[src/hw/rsr_pkg.sv]
// rsr_pkg: shared constants and types for the serial read path.
// assumes: one clock domain (mclk); bus pins sampled through rsr_sync.
package rsr_pkg;

  // ----------------------------------------------------------------
  // slave addressing
  // ----------------------------------------------------------------
  localparam logic [6:0]  ARRAY_ID   = 7'h57;
  localparam logic [6:0]  CCR_ID     = 7'h6F;

  // ----------------------------------------------------------------
  // address counter
  // ----------------------------------------------------------------
  localparam int          ADDR_W     = 16;
  localparam logic [15:0] ADDR_RST   = 16'h0000;
  localparam logic [15:0] ADDR_LAST  = 16'hFFFF;
  localparam logic [15:0] ADDR_STEP  = 16'h0001;

  // ----------------------------------------------------------------
  // byte framing
  // ----------------------------------------------------------------
  localparam logic [3:0]  BIT_LAST   = 4'h7;
  localparam logic [3:0]  BIT_DONE   = 4'h8;
  localparam logic [3:0]  BIT_STEP   = 4'h1;
  localparam logic [1:0]  WORD_HI    = 2'h0;
  localparam logic [1:0]  WORD_LO    = 2'h1;
  localparam logic [1:0]  WORD_DATA  = 2'h2;
  localparam logic [1:0]  WORD_STEP  = 2'h1;

  typedef enum logic [2:0] {
    ST_IDLE      = 3'b000,
    ST_RX_SLAVE  = 3'b001,
    ST_ACK_SLAVE = 3'b010,
    ST_RX_WORD   = 3'b011,
    ST_ACK_WORD  = 3'b100,
    ST_TX_DATA   = 3'b101,
    ST_RX_MACK   = 3'b110,
    ST_WAIT_BUS  = 3'b111
  } rsr_state_e;

endpackage

[src/hw/rsr_sync.sv]
// rsr_sync: two-flop synchroniser for a group of asynchronous levels.
// assumes: inputs are idle-high bus lines; reset already released in mclk.
`timescale 1ns/1ps
module rsr_sync #(
  parameter int         WIDTH = 2,
  parameter logic [1:0] IDLE  = 2'h3
) (
  input  wire logic             mclk,
  input  wire logic             rstSync_n,
  input  wire logic [WIDTH-1:0] din,
  output logic      [WIDTH-1:0] dout
);

  typedef struct packed {
    logic [WIDTH-1:0] meta;
    logic [WIDTH-1:0] safe;
  } rsr_sync_s;

  rsr_sync_s r;
  rsr_sync_s next_r;

  // first stage is read only by the second stage
  always_comb begin
    next_r.meta = din;
    next_r.safe = r.meta;
  end

  always_ff @(posedge mclk or negedge rstSync_n) begin
    if (!rstSync_n) begin
      r <= {IDLE, IDLE};
    end else begin
      r <= next_r;
    end
  end

  assign dout = r.safe;

endmodule // rsr_sync

[src/hw/rsr_read_path.sv]
// rsr_read_path: two-wire slave read side with the read address counter.
// assumes: bus master drives scl; storage answers rdData within 4 mclk of rdAddr.
// Functional notes
// - the counter holds one past the last location read, so the next read gets the next word.
// - reset clears the sixteen-bit counter to zero.
// - a matching slave byte with read direction is acknowledged, then eight data bits are driven from the counter.
// - a random read starts with a dummy write of slave byte and word address bytes, each acknowledged.
// - after a repeated start and slave byte with read set, the device acknowledges and returns the addressed byte.
// - a stop after the word address loads it into the counter and the device ignores the bus until a start.
// - the next current-address read after a loaded address returns data from exactly that address.
// - each master acknowledge of a read byte makes the device send the byte at the next address.
// - the counter crosses page and column boundaries without page wrapping.
// - past the last location the counter wraps to the first and reading goes on.
// - only a slave byte whose top seven bits match the array or control pattern is acknowledged.
// - two word address bytes follow the slave byte when an address is supplied.
// - after a byte the line is released and sampled; without an acknowledge no more data is driven.
`timescale 1ns/1ps
module rsr_read_path #(
  parameter logic [15:0] ADDR_TOP = rsr_pkg::ADDR_LAST
) (
  input  wire logic        mclk,
  input  wire logic        rst_n,
  input  wire logic        sclIn,
  input  wire logic        sdaIn,
  output logic             sdaOut,
  output logic             sdaOe,
  output logic [15:0]      rdAddr,
  output logic             rdCcr,
  input  wire logic [7:0]  rdData
);

  // ----------------------------------------------------------------
  // reset release and pin synchronisers
  // ----------------------------------------------------------------
  logic       rstMeta_n;
  logic       rstSync_n;
  logic [1:0] pinSync;
  logic       sclS;
  logic       sdaS;

  always_ff @(posedge mclk or negedge rst_n) begin
    if (!rst_n) begin
      rstMeta_n <= 1'b0;
      rstSync_n <= 1'b0;
    end else begin
      rstMeta_n <= 1'b1;
      rstSync_n <= rstMeta_n;
    end
  end

  rsr_sync #(.WIDTH(2), .IDLE(2'h3)) uSync (
    .mclk      (mclk),
    .rstSync_n (rstSync_n),
    .din       ({sclIn, sdaIn}),
    .dout      (pinSync)
  );

  assign sclS = pinSync[1];
  assign sdaS = pinSync[0];

  // ----------------------------------------------------------------
  // state
  // ----------------------------------------------------------------
  typedef struct packed {
    rsr_pkg::rsr_state_e st;
    logic                sclP;
    logic                sdaP;
    logic [3:0]          bitCnt;
    logic [7:0]          shift;
    logic [1:0]          wordIdx;
    logic                rdDir;
    logic                ccrSel;
    logic                holdValid;
    logic [15:0]         pendAddr;
    logic [15:0]         addrCnt;
    logic                mack;
    logic                sdaOe;
    logic                sdaOut;
  } rsr_regs_s;

  rsr_regs_s r;
  rsr_regs_s next_r;

  logic       sclRise;
  logic       sclFall;
  logic       busStart;
  logic       busStop;
  logic [7:0] rxByte;

  assign sclRise  = sclS & ~r.sclP;
  assign sclFall  = ~sclS & r.sclP;
  assign busStart = sclS & r.sclP & r.sdaP & ~sdaS;
  assign busStop  = sclS & r.sclP & ~r.sdaP & sdaS;
  assign rxByte   = {r.shift[6:0], sdaS};

  always_comb begin
    next_r      = r;
    next_r.sclP = sclS;
    next_r.sdaP = sdaS;
    if (busStart || busStop) begin
      next_r.st     = busStart ? rsr_pkg::ST_RX_SLAVE : rsr_pkg::ST_IDLE;
      next_r.bitCnt = 4'h0;
      next_r.sdaOe  = 1'b0;
      if (r.holdValid) begin
        next_r.addrCnt   = r.pendAddr;
        next_r.holdValid = 1'b0;
      end
    end else begin
      case (r.st)
        rsr_pkg::ST_RX_SLAVE: begin
          if (sclRise) begin
            next_r.shift  = rxByte;
            next_r.bitCnt = r.bitCnt + rsr_pkg::BIT_STEP;
            if (r.bitCnt == rsr_pkg::BIT_LAST) begin
              if (rxByte[7:1] == rsr_pkg::ARRAY_ID || rxByte[7:1] == rsr_pkg::CCR_ID) begin
                next_r.st     = rsr_pkg::ST_ACK_SLAVE;
                next_r.ccrSel = (rxByte[7:1] == rsr_pkg::CCR_ID);
                next_r.rdDir  = rxByte[0];
              end else begin
                next_r.st = rsr_pkg::ST_WAIT_BUS;
              end
            end
          end
        end
        rsr_pkg::ST_ACK_SLAVE: begin
          if (sclFall) begin
            if (!r.sdaOe) begin
              next_r.sdaOe = 1'b1;
            end else if (r.rdDir) begin
              next_r.shift  = rdData;
              next_r.sdaOe  = ~rdData[7];
              next_r.bitCnt = 4'h0;
              next_r.st     = rsr_pkg::ST_TX_DATA;
            end else begin
              next_r.sdaOe   = 1'b0;
              next_r.bitCnt  = 4'h0;
              next_r.wordIdx = rsr_pkg::WORD_HI;
              next_r.st      = rsr_pkg::ST_RX_WORD;
            end
          end
        end
        rsr_pkg::ST_RX_WORD: begin
          if (sclRise) begin
            next_r.shift  = rxByte;
            next_r.bitCnt = r.bitCnt + rsr_pkg::BIT_STEP;
            if (r.bitCnt == rsr_pkg::BIT_LAST) begin
              next_r.st = rsr_pkg::ST_ACK_WORD;
              if (r.wordIdx == rsr_pkg::WORD_HI) begin
                next_r.pendAddr[15:8] = rxByte;
              end else if (r.wordIdx == rsr_pkg::WORD_LO) begin
                next_r.pendAddr[7:0] = rxByte;
                next_r.holdValid     = 1'b1;
              end else begin
                // a data byte belongs to the write path; no address load then
                next_r.holdValid = 1'b0;
              end
            end
          end
        end
        rsr_pkg::ST_ACK_WORD: begin
          if (sclFall) begin
            if (!r.sdaOe) begin
              next_r.sdaOe = 1'b1;
            end else begin
              next_r.sdaOe  = 1'b0;
              next_r.bitCnt = 4'h0;
              next_r.st     = rsr_pkg::ST_RX_WORD;
              if (r.wordIdx != rsr_pkg::WORD_DATA) begin
                next_r.wordIdx = r.wordIdx + rsr_pkg::WORD_STEP;
              end
            end
          end
        end
        rsr_pkg::ST_TX_DATA: begin
          if (sclRise) begin
            next_r.bitCnt = r.bitCnt + rsr_pkg::BIT_STEP;
            if (r.bitCnt == rsr_pkg::BIT_LAST) begin
              next_r.addrCnt = (r.addrCnt == ADDR_TOP) ? rsr_pkg::ADDR_RST : r.addrCnt + rsr_pkg::ADDR_STEP;
            end
          end else if (sclFall) begin
            // msb first, change while scl low
            if (r.bitCnt == rsr_pkg::BIT_DONE) begin
              next_r.sdaOe = 1'b0;
              next_r.st    = rsr_pkg::ST_RX_MACK;
            end else begin
              next_r.shift = {r.shift[6:0], 1'b0};
              next_r.sdaOe = ~r.shift[6];
            end
          end
        end
        rsr_pkg::ST_RX_MACK: begin
          if (sclRise) begin
            if (sdaS) begin
              next_r.st = rsr_pkg::ST_WAIT_BUS;
            end else begin
              next_r.mack = 1'b1;
            end
          end else if (sclFall && r.mack) begin
            next_r.mack   = 1'b0;
            next_r.shift  = rdData;
            next_r.sdaOe  = ~rdData[7];
            next_r.bitCnt = 4'h0;
            next_r.st     = rsr_pkg::ST_TX_DATA;
          end
        end
        default: begin
          next_r.sdaOe = 1'b0;
        end
      endcase
    end
  end

  always_ff @(posedge mclk or negedge rstSync_n) begin
    if (!rstSync_n) begin
      r <= '{st: rsr_pkg::ST_IDLE, sclP: 1'b1, sdaP: 1'b1, bitCnt: 4'h0, shift: 8'h00, wordIdx: 2'h0,
             rdDir: 1'b0, ccrSel: 1'b0, holdValid: 1'b0, pendAddr: 16'h0000,
             addrCnt: rsr_pkg::ADDR_RST, mack: 1'b0, sdaOe: 1'b0, sdaOut: 1'b0};
    end else begin
      r <= next_r;
    end
  end

  assign sdaOut = r.sdaOut;
  assign sdaOe  = r.sdaOe;
  assign rdAddr = r.addrCnt;
  assign rdCcr  = r.ccrSel;

  // ----------------------------------------------------------------
  // checks
  // ----------------------------------------------------------------
  counter_reset_a: assert property (@(posedge mclk) $rose(rstSync_n) |-> r.addrCnt == rsr_pkg::ADDR_RST)
    else $error("counter not zero after reset");

  counter_step_a: assert property (@(posedge mclk) disable iff (!rstSync_n)
    (r.st == rsr_pkg::ST_TX_DATA && sclRise && r.bitCnt == rsr_pkg::BIT_LAST && !busStart && !busStop
     && r.addrCnt != ADDR_TOP) |=> r.addrCnt == $past(r.addrCnt) + rsr_pkg::ADDR_STEP)
    else $error("counter did not advance after a byte");

  counter_wrap_a: assert property (@(posedge mclk) disable iff (!rstSync_n)
    (r.st == rsr_pkg::ST_TX_DATA && sclRise && r.bitCnt == rsr_pkg::BIT_LAST && !busStart && !busStop
     && r.addrCnt == ADDR_TOP) |=> r.addrCnt == rsr_pkg::ADDR_RST)
    else $error("counter did not wrap");

  stop_load_a: assert property (@(posedge mclk) disable iff (!rstSync_n)
    (busStop && r.holdValid) |=> (r.addrCnt == $past(r.pendAddr)) && r.st == rsr_pkg::ST_IDLE && !r.holdValid)
    else $error("stop did not load address");

  slave_match_a: assert property (@(posedge mclk) disable iff (!rstSync_n)
    (r.st == rsr_pkg::ST_RX_SLAVE && sclRise && r.bitCnt == rsr_pkg::BIT_LAST && !busStart && !busStop
     && rxByte[7:1] != rsr_pkg::ARRAY_ID && rxByte[7:1] != rsr_pkg::CCR_ID) |=> r.st == rsr_pkg::ST_WAIT_BUS)
    else $error("unmatched slave byte accepted");

  nack_release_a: assert property (@(posedge mclk) disable iff (!rstSync_n)
    (r.st == rsr_pkg::ST_RX_MACK && sclRise && sdaS && !busStart && !busStop)
    |=> (r.st == rsr_pkg::ST_WAIT_BUS && !r.sdaOe) [*2])
    else $error("data driven after missing acknowledge");

  mack_next_a: assert property (@(posedge mclk) disable iff (!rstSync_n)
    (r.st == rsr_pkg::ST_RX_MACK && r.mack && sclFall && !busStart && !busStop)
    |=> r.st == rsr_pkg::ST_TX_DATA && r.sdaOe == ~$past(rdData[7]) && r.bitCnt == 4'h0)
    else $error("acknowledged byte not followed by next byte");

  sda_low_change_a: assert property (@(posedge mclk) disable iff (!rstSync_n)
    $changed(r.sdaOe) |-> !sclS)
    else $error("data line changed while scl high");

  idle_quiet_a: assert property (@(posedge mclk) disable iff (!rstSync_n)
    (r.st == rsr_pkg::ST_IDLE || r.st == rsr_pkg::ST_WAIT_BUS) |-> !r.sdaOe && !r.sdaOut)
    else $error("bus driven in standby");

  read_ack_a: assert property (@(posedge mclk) disable iff (!rstSync_n)
    (r.st == rsr_pkg::ST_ACK_SLAVE && r.sdaOe && r.rdDir && sclFall && !busStart && !busStop)
    |=> r.st == rsr_pkg::ST_TX_DATA && r.shift == $past(rdData))
    else $error("read did not start from counter data");

endmodule // rsr_read_path

[config.mk]
export PLATFORM = sky130hd
export DESIGN_NAME = rsr_read_path
export DESIGN_NICKNAME = d
export VERILOG_FILES = /design/src/hw/rsr_pkg.sv /design/src/hw/rsr_sync.sv /design/src/hw/rsr_read_path.sv
export SDC_FILE = /design/constraint.sdc
export NUM_CORES = 1
export LEC_CHECK = 0
export ABC_AREA = 0
export BUFFER_PORTS_ARGS = -buffer_cell sky130_fd_sc_hd__buf_4
export CAP_MARGIN = 0
export CORE_UTILIZATION = 54
export CTS_CLUSTER_SIZE = 10
export DETAILED_ROUTE_END_ITERATION = 10
export GPL_TIMING_DRIVEN = 0
export PLACE_DENSITY = 0.76
export SLEW_MARGIN = 20
export SYNTH_ARGS = -nofsm -noshare
export SYNTH_HDL_FRONTEND = slang
export SYNTH_SLANG_ARGS = --single-unit
[constraint.sdc]
create_clock -name mclk -period 2 [get_ports mclk]
set_clock_uncertainty 0.2 [all_clocks]
set_input_delay 0.5 -clock mclk [delete_from_list [all_inputs] [get_ports mclk]]
set_output_delay 0.5 -clock mclk [all_outputs]
set_load 0.02 [all_outputs]
==> flow_metrics.tcl, run 1 <==
set metrics [dict create \
    die_w_um 84.38 \
    fin_nets 474 \
    num_vias 3475 \
    setup-violations-final 41 \
    cts-root-buf "clkbuf_8" \
    rsz0062_at_grt "true" \
    grt.total_usage_pct 29.54 \
    netlist_instances 362 \
    fin_crit_ns 2.258 \
    clk_latency_ns 0.35 \
    worst_pin_slew_ns 0.7799 \
    area_growth_pct 37.25 \
    num_rows 29 \
    first_global_vias 3064 \
    worstHoldEndpoint "uSync.next_r[0]" \
    timing.rr.end "r[56]" \
    cts_sinks 61 \
    reg2reg_slack_ns -0.26 \
    antenna_found_initial 0 \
    crit_family "flip-flops" \
    hpwl_mm 6.215 \
    synth_area_per_cell_um2 10.12 \
    synth_seq_area_share_pct 41.86 \
    synthFlopType "dfrtp_1" \
    core_um2 6459 \
    drt_iter0_drc 347 \
    cp_cell_sequence "buf_6 -> buf_6 -> buf_6 -> or3b_4 -> a21oi_2 -> a2111o_1 -> buf_6 -> a31oi_1 -> nor2b_1" \
    routedWlPerCell_um 20.68 \
    cpMaxStageDelayCell "dfstp_2" \
    n_antenna_cell 0 \
    vdd_ir_drop_max_mv 0.8151 \
    placed_cell_area_um2 3995 \
    drt_wl_total_mm 11.13 \
    fmax_mhz 442.9 \
    path_clk_slew_ns 0.07 \
    final.period_utilization_pct 112.9 \
    drc 5 \
    fin_ws_ns -0.2578 \
    yosysUniqueCellTypes 76 \
    die-area_um2 7120 \
    min_path_cells 1 \
    reg2reg_from "uSync.dout[1]" \
    relSlewSlack_pct 48.01 \
    gr-total-overflow 0 \
    endpoint_kind "flop" \
    cpPeakStageDelay_ns 0.56 \
    start_util_pct 56.74 \
    cp-start-kind "flop" \
    ys_seq_elements 61 \
    fillers 385 \
    fin_util_pct 77.88 \
    drive_gt1_share_pct 48.16 \
    critPathArrivalTime_ns 2.28 \
    viasPerCell 6.459 \
    cp.required_ns 2.02 \
    total_power_mw 4.832 \
    cts_buffers 9 \
    whs_ns 0.05824 \
    synth_nets 380 \
    drtAntennaViolNets 0 \
    syn_area_um2 3665 \
    routabilityCongestion 0.9264 \
    drtPass1Iterations 10 \
    reg2reg_depth 9 \
    async_reset_ff_share_pct 100.0 \
    cts_tree "yes" \
    power_density_nw_per_um2 960.7 \
    chipHeight_um 84.38 \
    grt_max_degree 60 \
    cp_num_cells 9 \
    cts_buffer_depth 2 \
    synth_edf_count 0 \
    num_io_pins 31 \
    io_buffer_count 29 \
    htreeDepth 3 \
    ys_warn_count 0 \
    crit_type "flop to flop" \
    finalHoldViolations 0 \
    grt_pass1_wl_mm 16.10 \
    fin_area_um2 5030 \
    outcome "finished with violations" \
    slew_violations 0 \
    p_leak_nw 2.321 \
    worst-path-buf-inv 4 \
    drv_cap 0 \
    hold_start "sdaIn" \
    violations "DRC, setup timing" \
    path_max_fanout 5 \
    hold_path.class "input port to flop" \
    crit_path_frequent_cell "buf_6" \
]
## area by class of cell
type	count	area, um^2	area share [%]
flip-flops and latches	61	1544	30.70
clock inverters	7	75.07	1.493
repair buffers	82	673.1	13.38
multi-input cells	257	2187	43.48
inverters	11	45.04	0.8955
clock buffers	9	123.9	2.463
well taps	77	96.34	1.915
plain buffers	34	285.3	5.672
## metal layers
layer	part of all wire [%]	GRT usage (%)	wire length (um)	up-vias
met1	41	41.18	4509	1672
li1	-	-	-	1519
met2	46	45.45	5173	244
met3	10	7.375	1117	40
met5	0	0	0	-
met4	2.9	9.861	328	0
## Yosys cell counts (3+ instances only)
cell type | n | area, um^2
a21o_1 | 6 | 45.04
a21oi_1 | 15 | 75.07
a221o_1 | 6 | 60.06
a22o_1 | 7 | 61.31
a31o_2 | 3 | 26.28
a31oi_1 | 4 | 25.02
and3_1 | 3 | 18.77
buf_2 | 8 | 40.04
buf_4 | 18 | 135.1
buf_6 | 3 | 33.78
clkbuf_1 | 3 | 11.26
dfrtp_1 | 55 | 1376
dfstp_2 | 6 | 157.7
ha_1 | 6 | 75.07
inv_1 | 11 | 41.29
mux2_1 | 16 | 180.2
mux2_2 | 11 | 123.9
mux2i_1 | 5 | 50.05
nand2_1 | 26 | 97.59
nand2_2 | 3 | 18.77
nand2b_1 | 6 | 37.54
nand3_1 | 16 | 80.08
nand3b_1 | 5 | 37.54
nand4_1 | 4 | 25.02
nor2_1 | 18 | 67.56
nor2b_1 | 7 | 43.79
nor3_1 | 4 | 20.02
nor4_1 | 6 | 37.54
o21ai_0 | 17 | 85.08
o21ai_1 | 3 | 15.01
o22ai_1 | 4 | 25.02
## cells by family (layout without fill, tap and decap cells)
group | count (synthesis) | count (layout) | share of synthesized area, %
simple gates | 121 | 121 | 19.53
xor+xnor | 1 | 1 | 0.4440
fa+ha+maj | 7 | 7 | 2.356
flops | 61 | 61 | 41.86
buf+inv | 45 | 143 | 7.374
compound gates | 93 | 94 | 18.57
other cells | 2 | 2 | 0.2049
mux | 32 | 32 | 9.662
## registers in the layout, summed over array words and instances (netlist names)
name / count
rdCcr: 1
rstSync_n: 1
rstMeta_n: 1
uSync.dout: 2
r: 37
sdaOe: 1
rdAddr: 16
uSync.next_r: 2
## worst max-delay path by stage
| stage | start | endpoint | slack, ns |
|---|---|---|---|
| 3_3_place_gp | uSync.dout[1] | r[23] | -0.36 |
| 6_report | uSync.dout[1] | r[56] | -0.26 |
| 4_1_cts | uSync.dout[1] | r[21] | -0.26 |
| 3_5_place_dp | uSync.dout[1] | r[21] | -0.36 |
| 2_1_floorplan | uSync.dout[1] | r[19] | -0.14 |
| 5_1_grt | uSync.dout[1] | r[26] | -0.30 |
## where the power goes
part           internal, mW  switching, mW
combinational         0.981           1.07
clock                 0.581          0.538
sequential             1.40          0.265
## metrics by stage
stage | instances | setup WS, ns | TNS [ns]
after floorplan | 362 | -0.1415 | -1.259
after global placement | 468 | -0.3604 | -11.38
after detailed placement | 468 | -0.3639 | -11.60
after CTS | 517 | -0.2565 | -5.847
after global routing | 538 | -0.2985 | -9.040
final | 538 | -0.2578 | -6.271
## what timing repair did
action | CTS | global route
cloned | 3 | 2
setup buffers | 29 | 21
hold endpoints to repair | 2 | 0
hold buffers | 1 | 0
pin swaps | 25 | 18
setup endpoints to repair | 50 | 51
gates resized for setup | 73 | 39
## worst reg2reg max path, delay by kind of cell, from the launching register on
family | cells | cell delay (ns)
and+or+nand+nor | 2 | 0.52
AOI/OAI and AO/OA | 3 | 0.42
DFF | 1 | 0.56
buffers and inverters | 4 | 0.45
## cell usage in the layout, fill, tap and decap left out, drive strengths merged, types with 3 or more instances in the layout
cell / n
a211oi: 3
a21o: 6
a21oi: 15
a221o: 6
a22o: 7
a31o: 4
a31oi: 5
and3: 3
buf: 110
clkbuf: 14
clkinv: 5
dfrtp: 55
dfstp: 6
ha: 6
inv: 11
mux2: 27
mux2i: 5
nand2: 29
nand2b: 6
nand3: 17
nand3b: 5
nand4: 4
nor2: 19
nor2b: 8
nor3: 6
nor4: 8
o21ai: 23
o22ai: 4
or3b: 4
Note: power is estimated with default switching activity, not from simulation.
==> run 2, diff against run 1 <==
==> constraint.sdc (replaced) <==
create_clock -name mclk -period 2 [get_ports mclk]
set_clock_uncertainty 0.2 [all_clocks]
set_input_delay 0.1 -clock mclk [delete_from_list [all_inputs] [get_ports mclk]]
set_output_delay 0.1 -clock mclk [all_outputs]
set_load 0.02 [all_outputs]
==> flow_metrics.tcl, run 2 (synthesized netlist as in run 1, its figures left out) <==
set metrics [dict create \
    setup.worst_path.start "uSync.dout[1]" \
    swShare_pct 38.64 \
    cp-start-kind "flop" \
    start_util_pct 56.74 \
    stdcell_count 548 \
    slew_violations 0 \
    grt_pass1_wl_mm 16.26 \
    path_max_fanout 4 \
    die-area_um2 7120 \
    routedWlPerCell_um 20.44 \
    chipHeight_um 84.38 \
    relSlewSlack_pct 47.73 \
    drtPass1Iterations 11 \
    p_leak_nw 2.363 \
    cts_sinks 61 \
    core_um2 6459 \
    p_int_mw 2.975 \
    regMostFlops "r" \
    p_clk_share_pct 23.1 \
    num_io_pins 31 \
    hold_start "rstMeta_n" \
    first_global_vias 3105 \
    cts_tree "yes" \
    fin_crit_ns 2.256 \
    tns_ns -6.390 \
    pwr-share-seq_pct 34.4 \
    power_density_nw_per_um2 945.2 \
    vdd_ir_drop_max_mv 0.9835 \
    largest_reg_flops 37 \
    fmax_mhz 443.3 \
    final_common_cell "buf_4" \
    hpwl_mm 6.215 \
    p_sw_mw 1.873 \
    rsz0062_at_grt "true" \
    routabilityCongestion 0.9264 \
    whs_ns 0.1586 \
    cp.required_ns 2.06 \
    critPathArrivalTime_ns 2.32 \
    antenna_found_initial 0 \
    endpoint_kind "flop" \
    io_buffer_count 29 \
    worst_pin_slew_ns 0.7841 \
    total_power_mw 4.849 \
    drt_wl_total_mm 11.20 \
    grt_max_degree 60 \
    hold_path.class "flop to flop" \
    num_vias 3535 \
    cts_buffers 9 \
    setup-violations-final 41 \
    final.period_utilization_pct 112.8 \
    fin_ws_ns -0.2556 \
    area_growth_pct 39.98 \
    power_frac_comb_pct 42.5 \
    drt_iter0_drc 383 \
    finalHoldViolations 0 \
    fin_util_pct 79.43 \
    drive_gt1_share_pct 47.13 \
    cts-root-buf "clkbuf_8" \
    reg2reg_from "uSync.dout[1]" \
    final_cell_mix "86 x buf_4, 49 x dfrtp_1, 24 x nand2_1" \
    clk_latency_ns 0.35 \
    path_clk_slew_ns 0.07 \
    n_antenna_cell 0 \
    viasPerCell 6.451 \
    crit_type "flop to flop" \
    fillers 367 \
    violations "DRC, setup timing" \
    fin_nets 484 \
    drv_cap 0 \
    placed_cell_area_um2 3995 \
    fin_area_um2 5130 \
    drc 5 \
    die_w_um 84.38 \
    drtAntennaViolNets 0 \
    num_rows 29 \
    htreeDepth 3 \
    outcome "finished with violations" \
    dp_slack_ns -0.3639 \
    grt.total_usage_pct 29.78 \
    dp_cells 468 \
    cts_buffer_depth 2 \
    gr-total-overflow 0 \
]
[run 2: timing repair]
action,CTS,global route
cloned,3,2
hold buffers,11,0
hold endpoints to repair,11,0
setup buffers,29,21
resized for setup,73,39
pin swaps,25,18
endpoints found under the setup margin,50,51
[run 2: routing by layer]
layer | global-route usage (%) | wire [um] | vias up
li1 | - | - | 1537
met1 | 41.18 | 4533 | 1728
met2 | 47.09 | 5246 | 226
met3 | 6.490 | 1069 | 44
met4 | 9.553 | 352 | 0
met5 | 0 | 0 | -
[run 2: worst max-delay path, stage by stage, from the launching register on]
cell and delay (ns):
dfstp_2 0.39, buf_6 0.11, buf_6 0.11, nor2b_4 0.13
maj3_2 0.29, a2111o_1 0.51, buf_6 0.16, a31oi_1 0.10
nor2b_1 0.15
[run 2: final timing paths]
kind                              to  slack (ns)  cells past startpoint
min in group asynchronous      r[40]        0.22                      0
hold reg to reg            rstSync_n        0.16                      0
hold / removal             rstSync_n        0.16                      0
setup reg to reg               r[56]       -0.26                      8
max in group asynchronous  rdAddr[6]        0.83                      0
setup / recovery               r[56]       -0.26                      8
[run 2: final cells by class]
cell class	count	area [um^2]	share of cell area, %
plain buffers	34	285.3	5.561
clock buffers	9	123.9	2.415
clock inverters	7	75.07	1.463
inverters	11	45.04	0.8780
multi-input cells	257	2187	42.63
flip-flops and latches	61	1544	30.10
well taps	77	96.34	1.878
repair buffers	92	773.2	15.07
[run 2: power by group through the flow]
stage	logic [mW]	clock network, mW	registers (mW)
2_1_floorplan	1.23	0	1.58
3_3_place_gp	1.54	0	1.65
3_5_place_dp	1.55	0	1.65
4_1_cts	1.72	1.13	1.64
5_1_grt	2.19	1.18	1.69
6_report	2.06	1.12	1.67
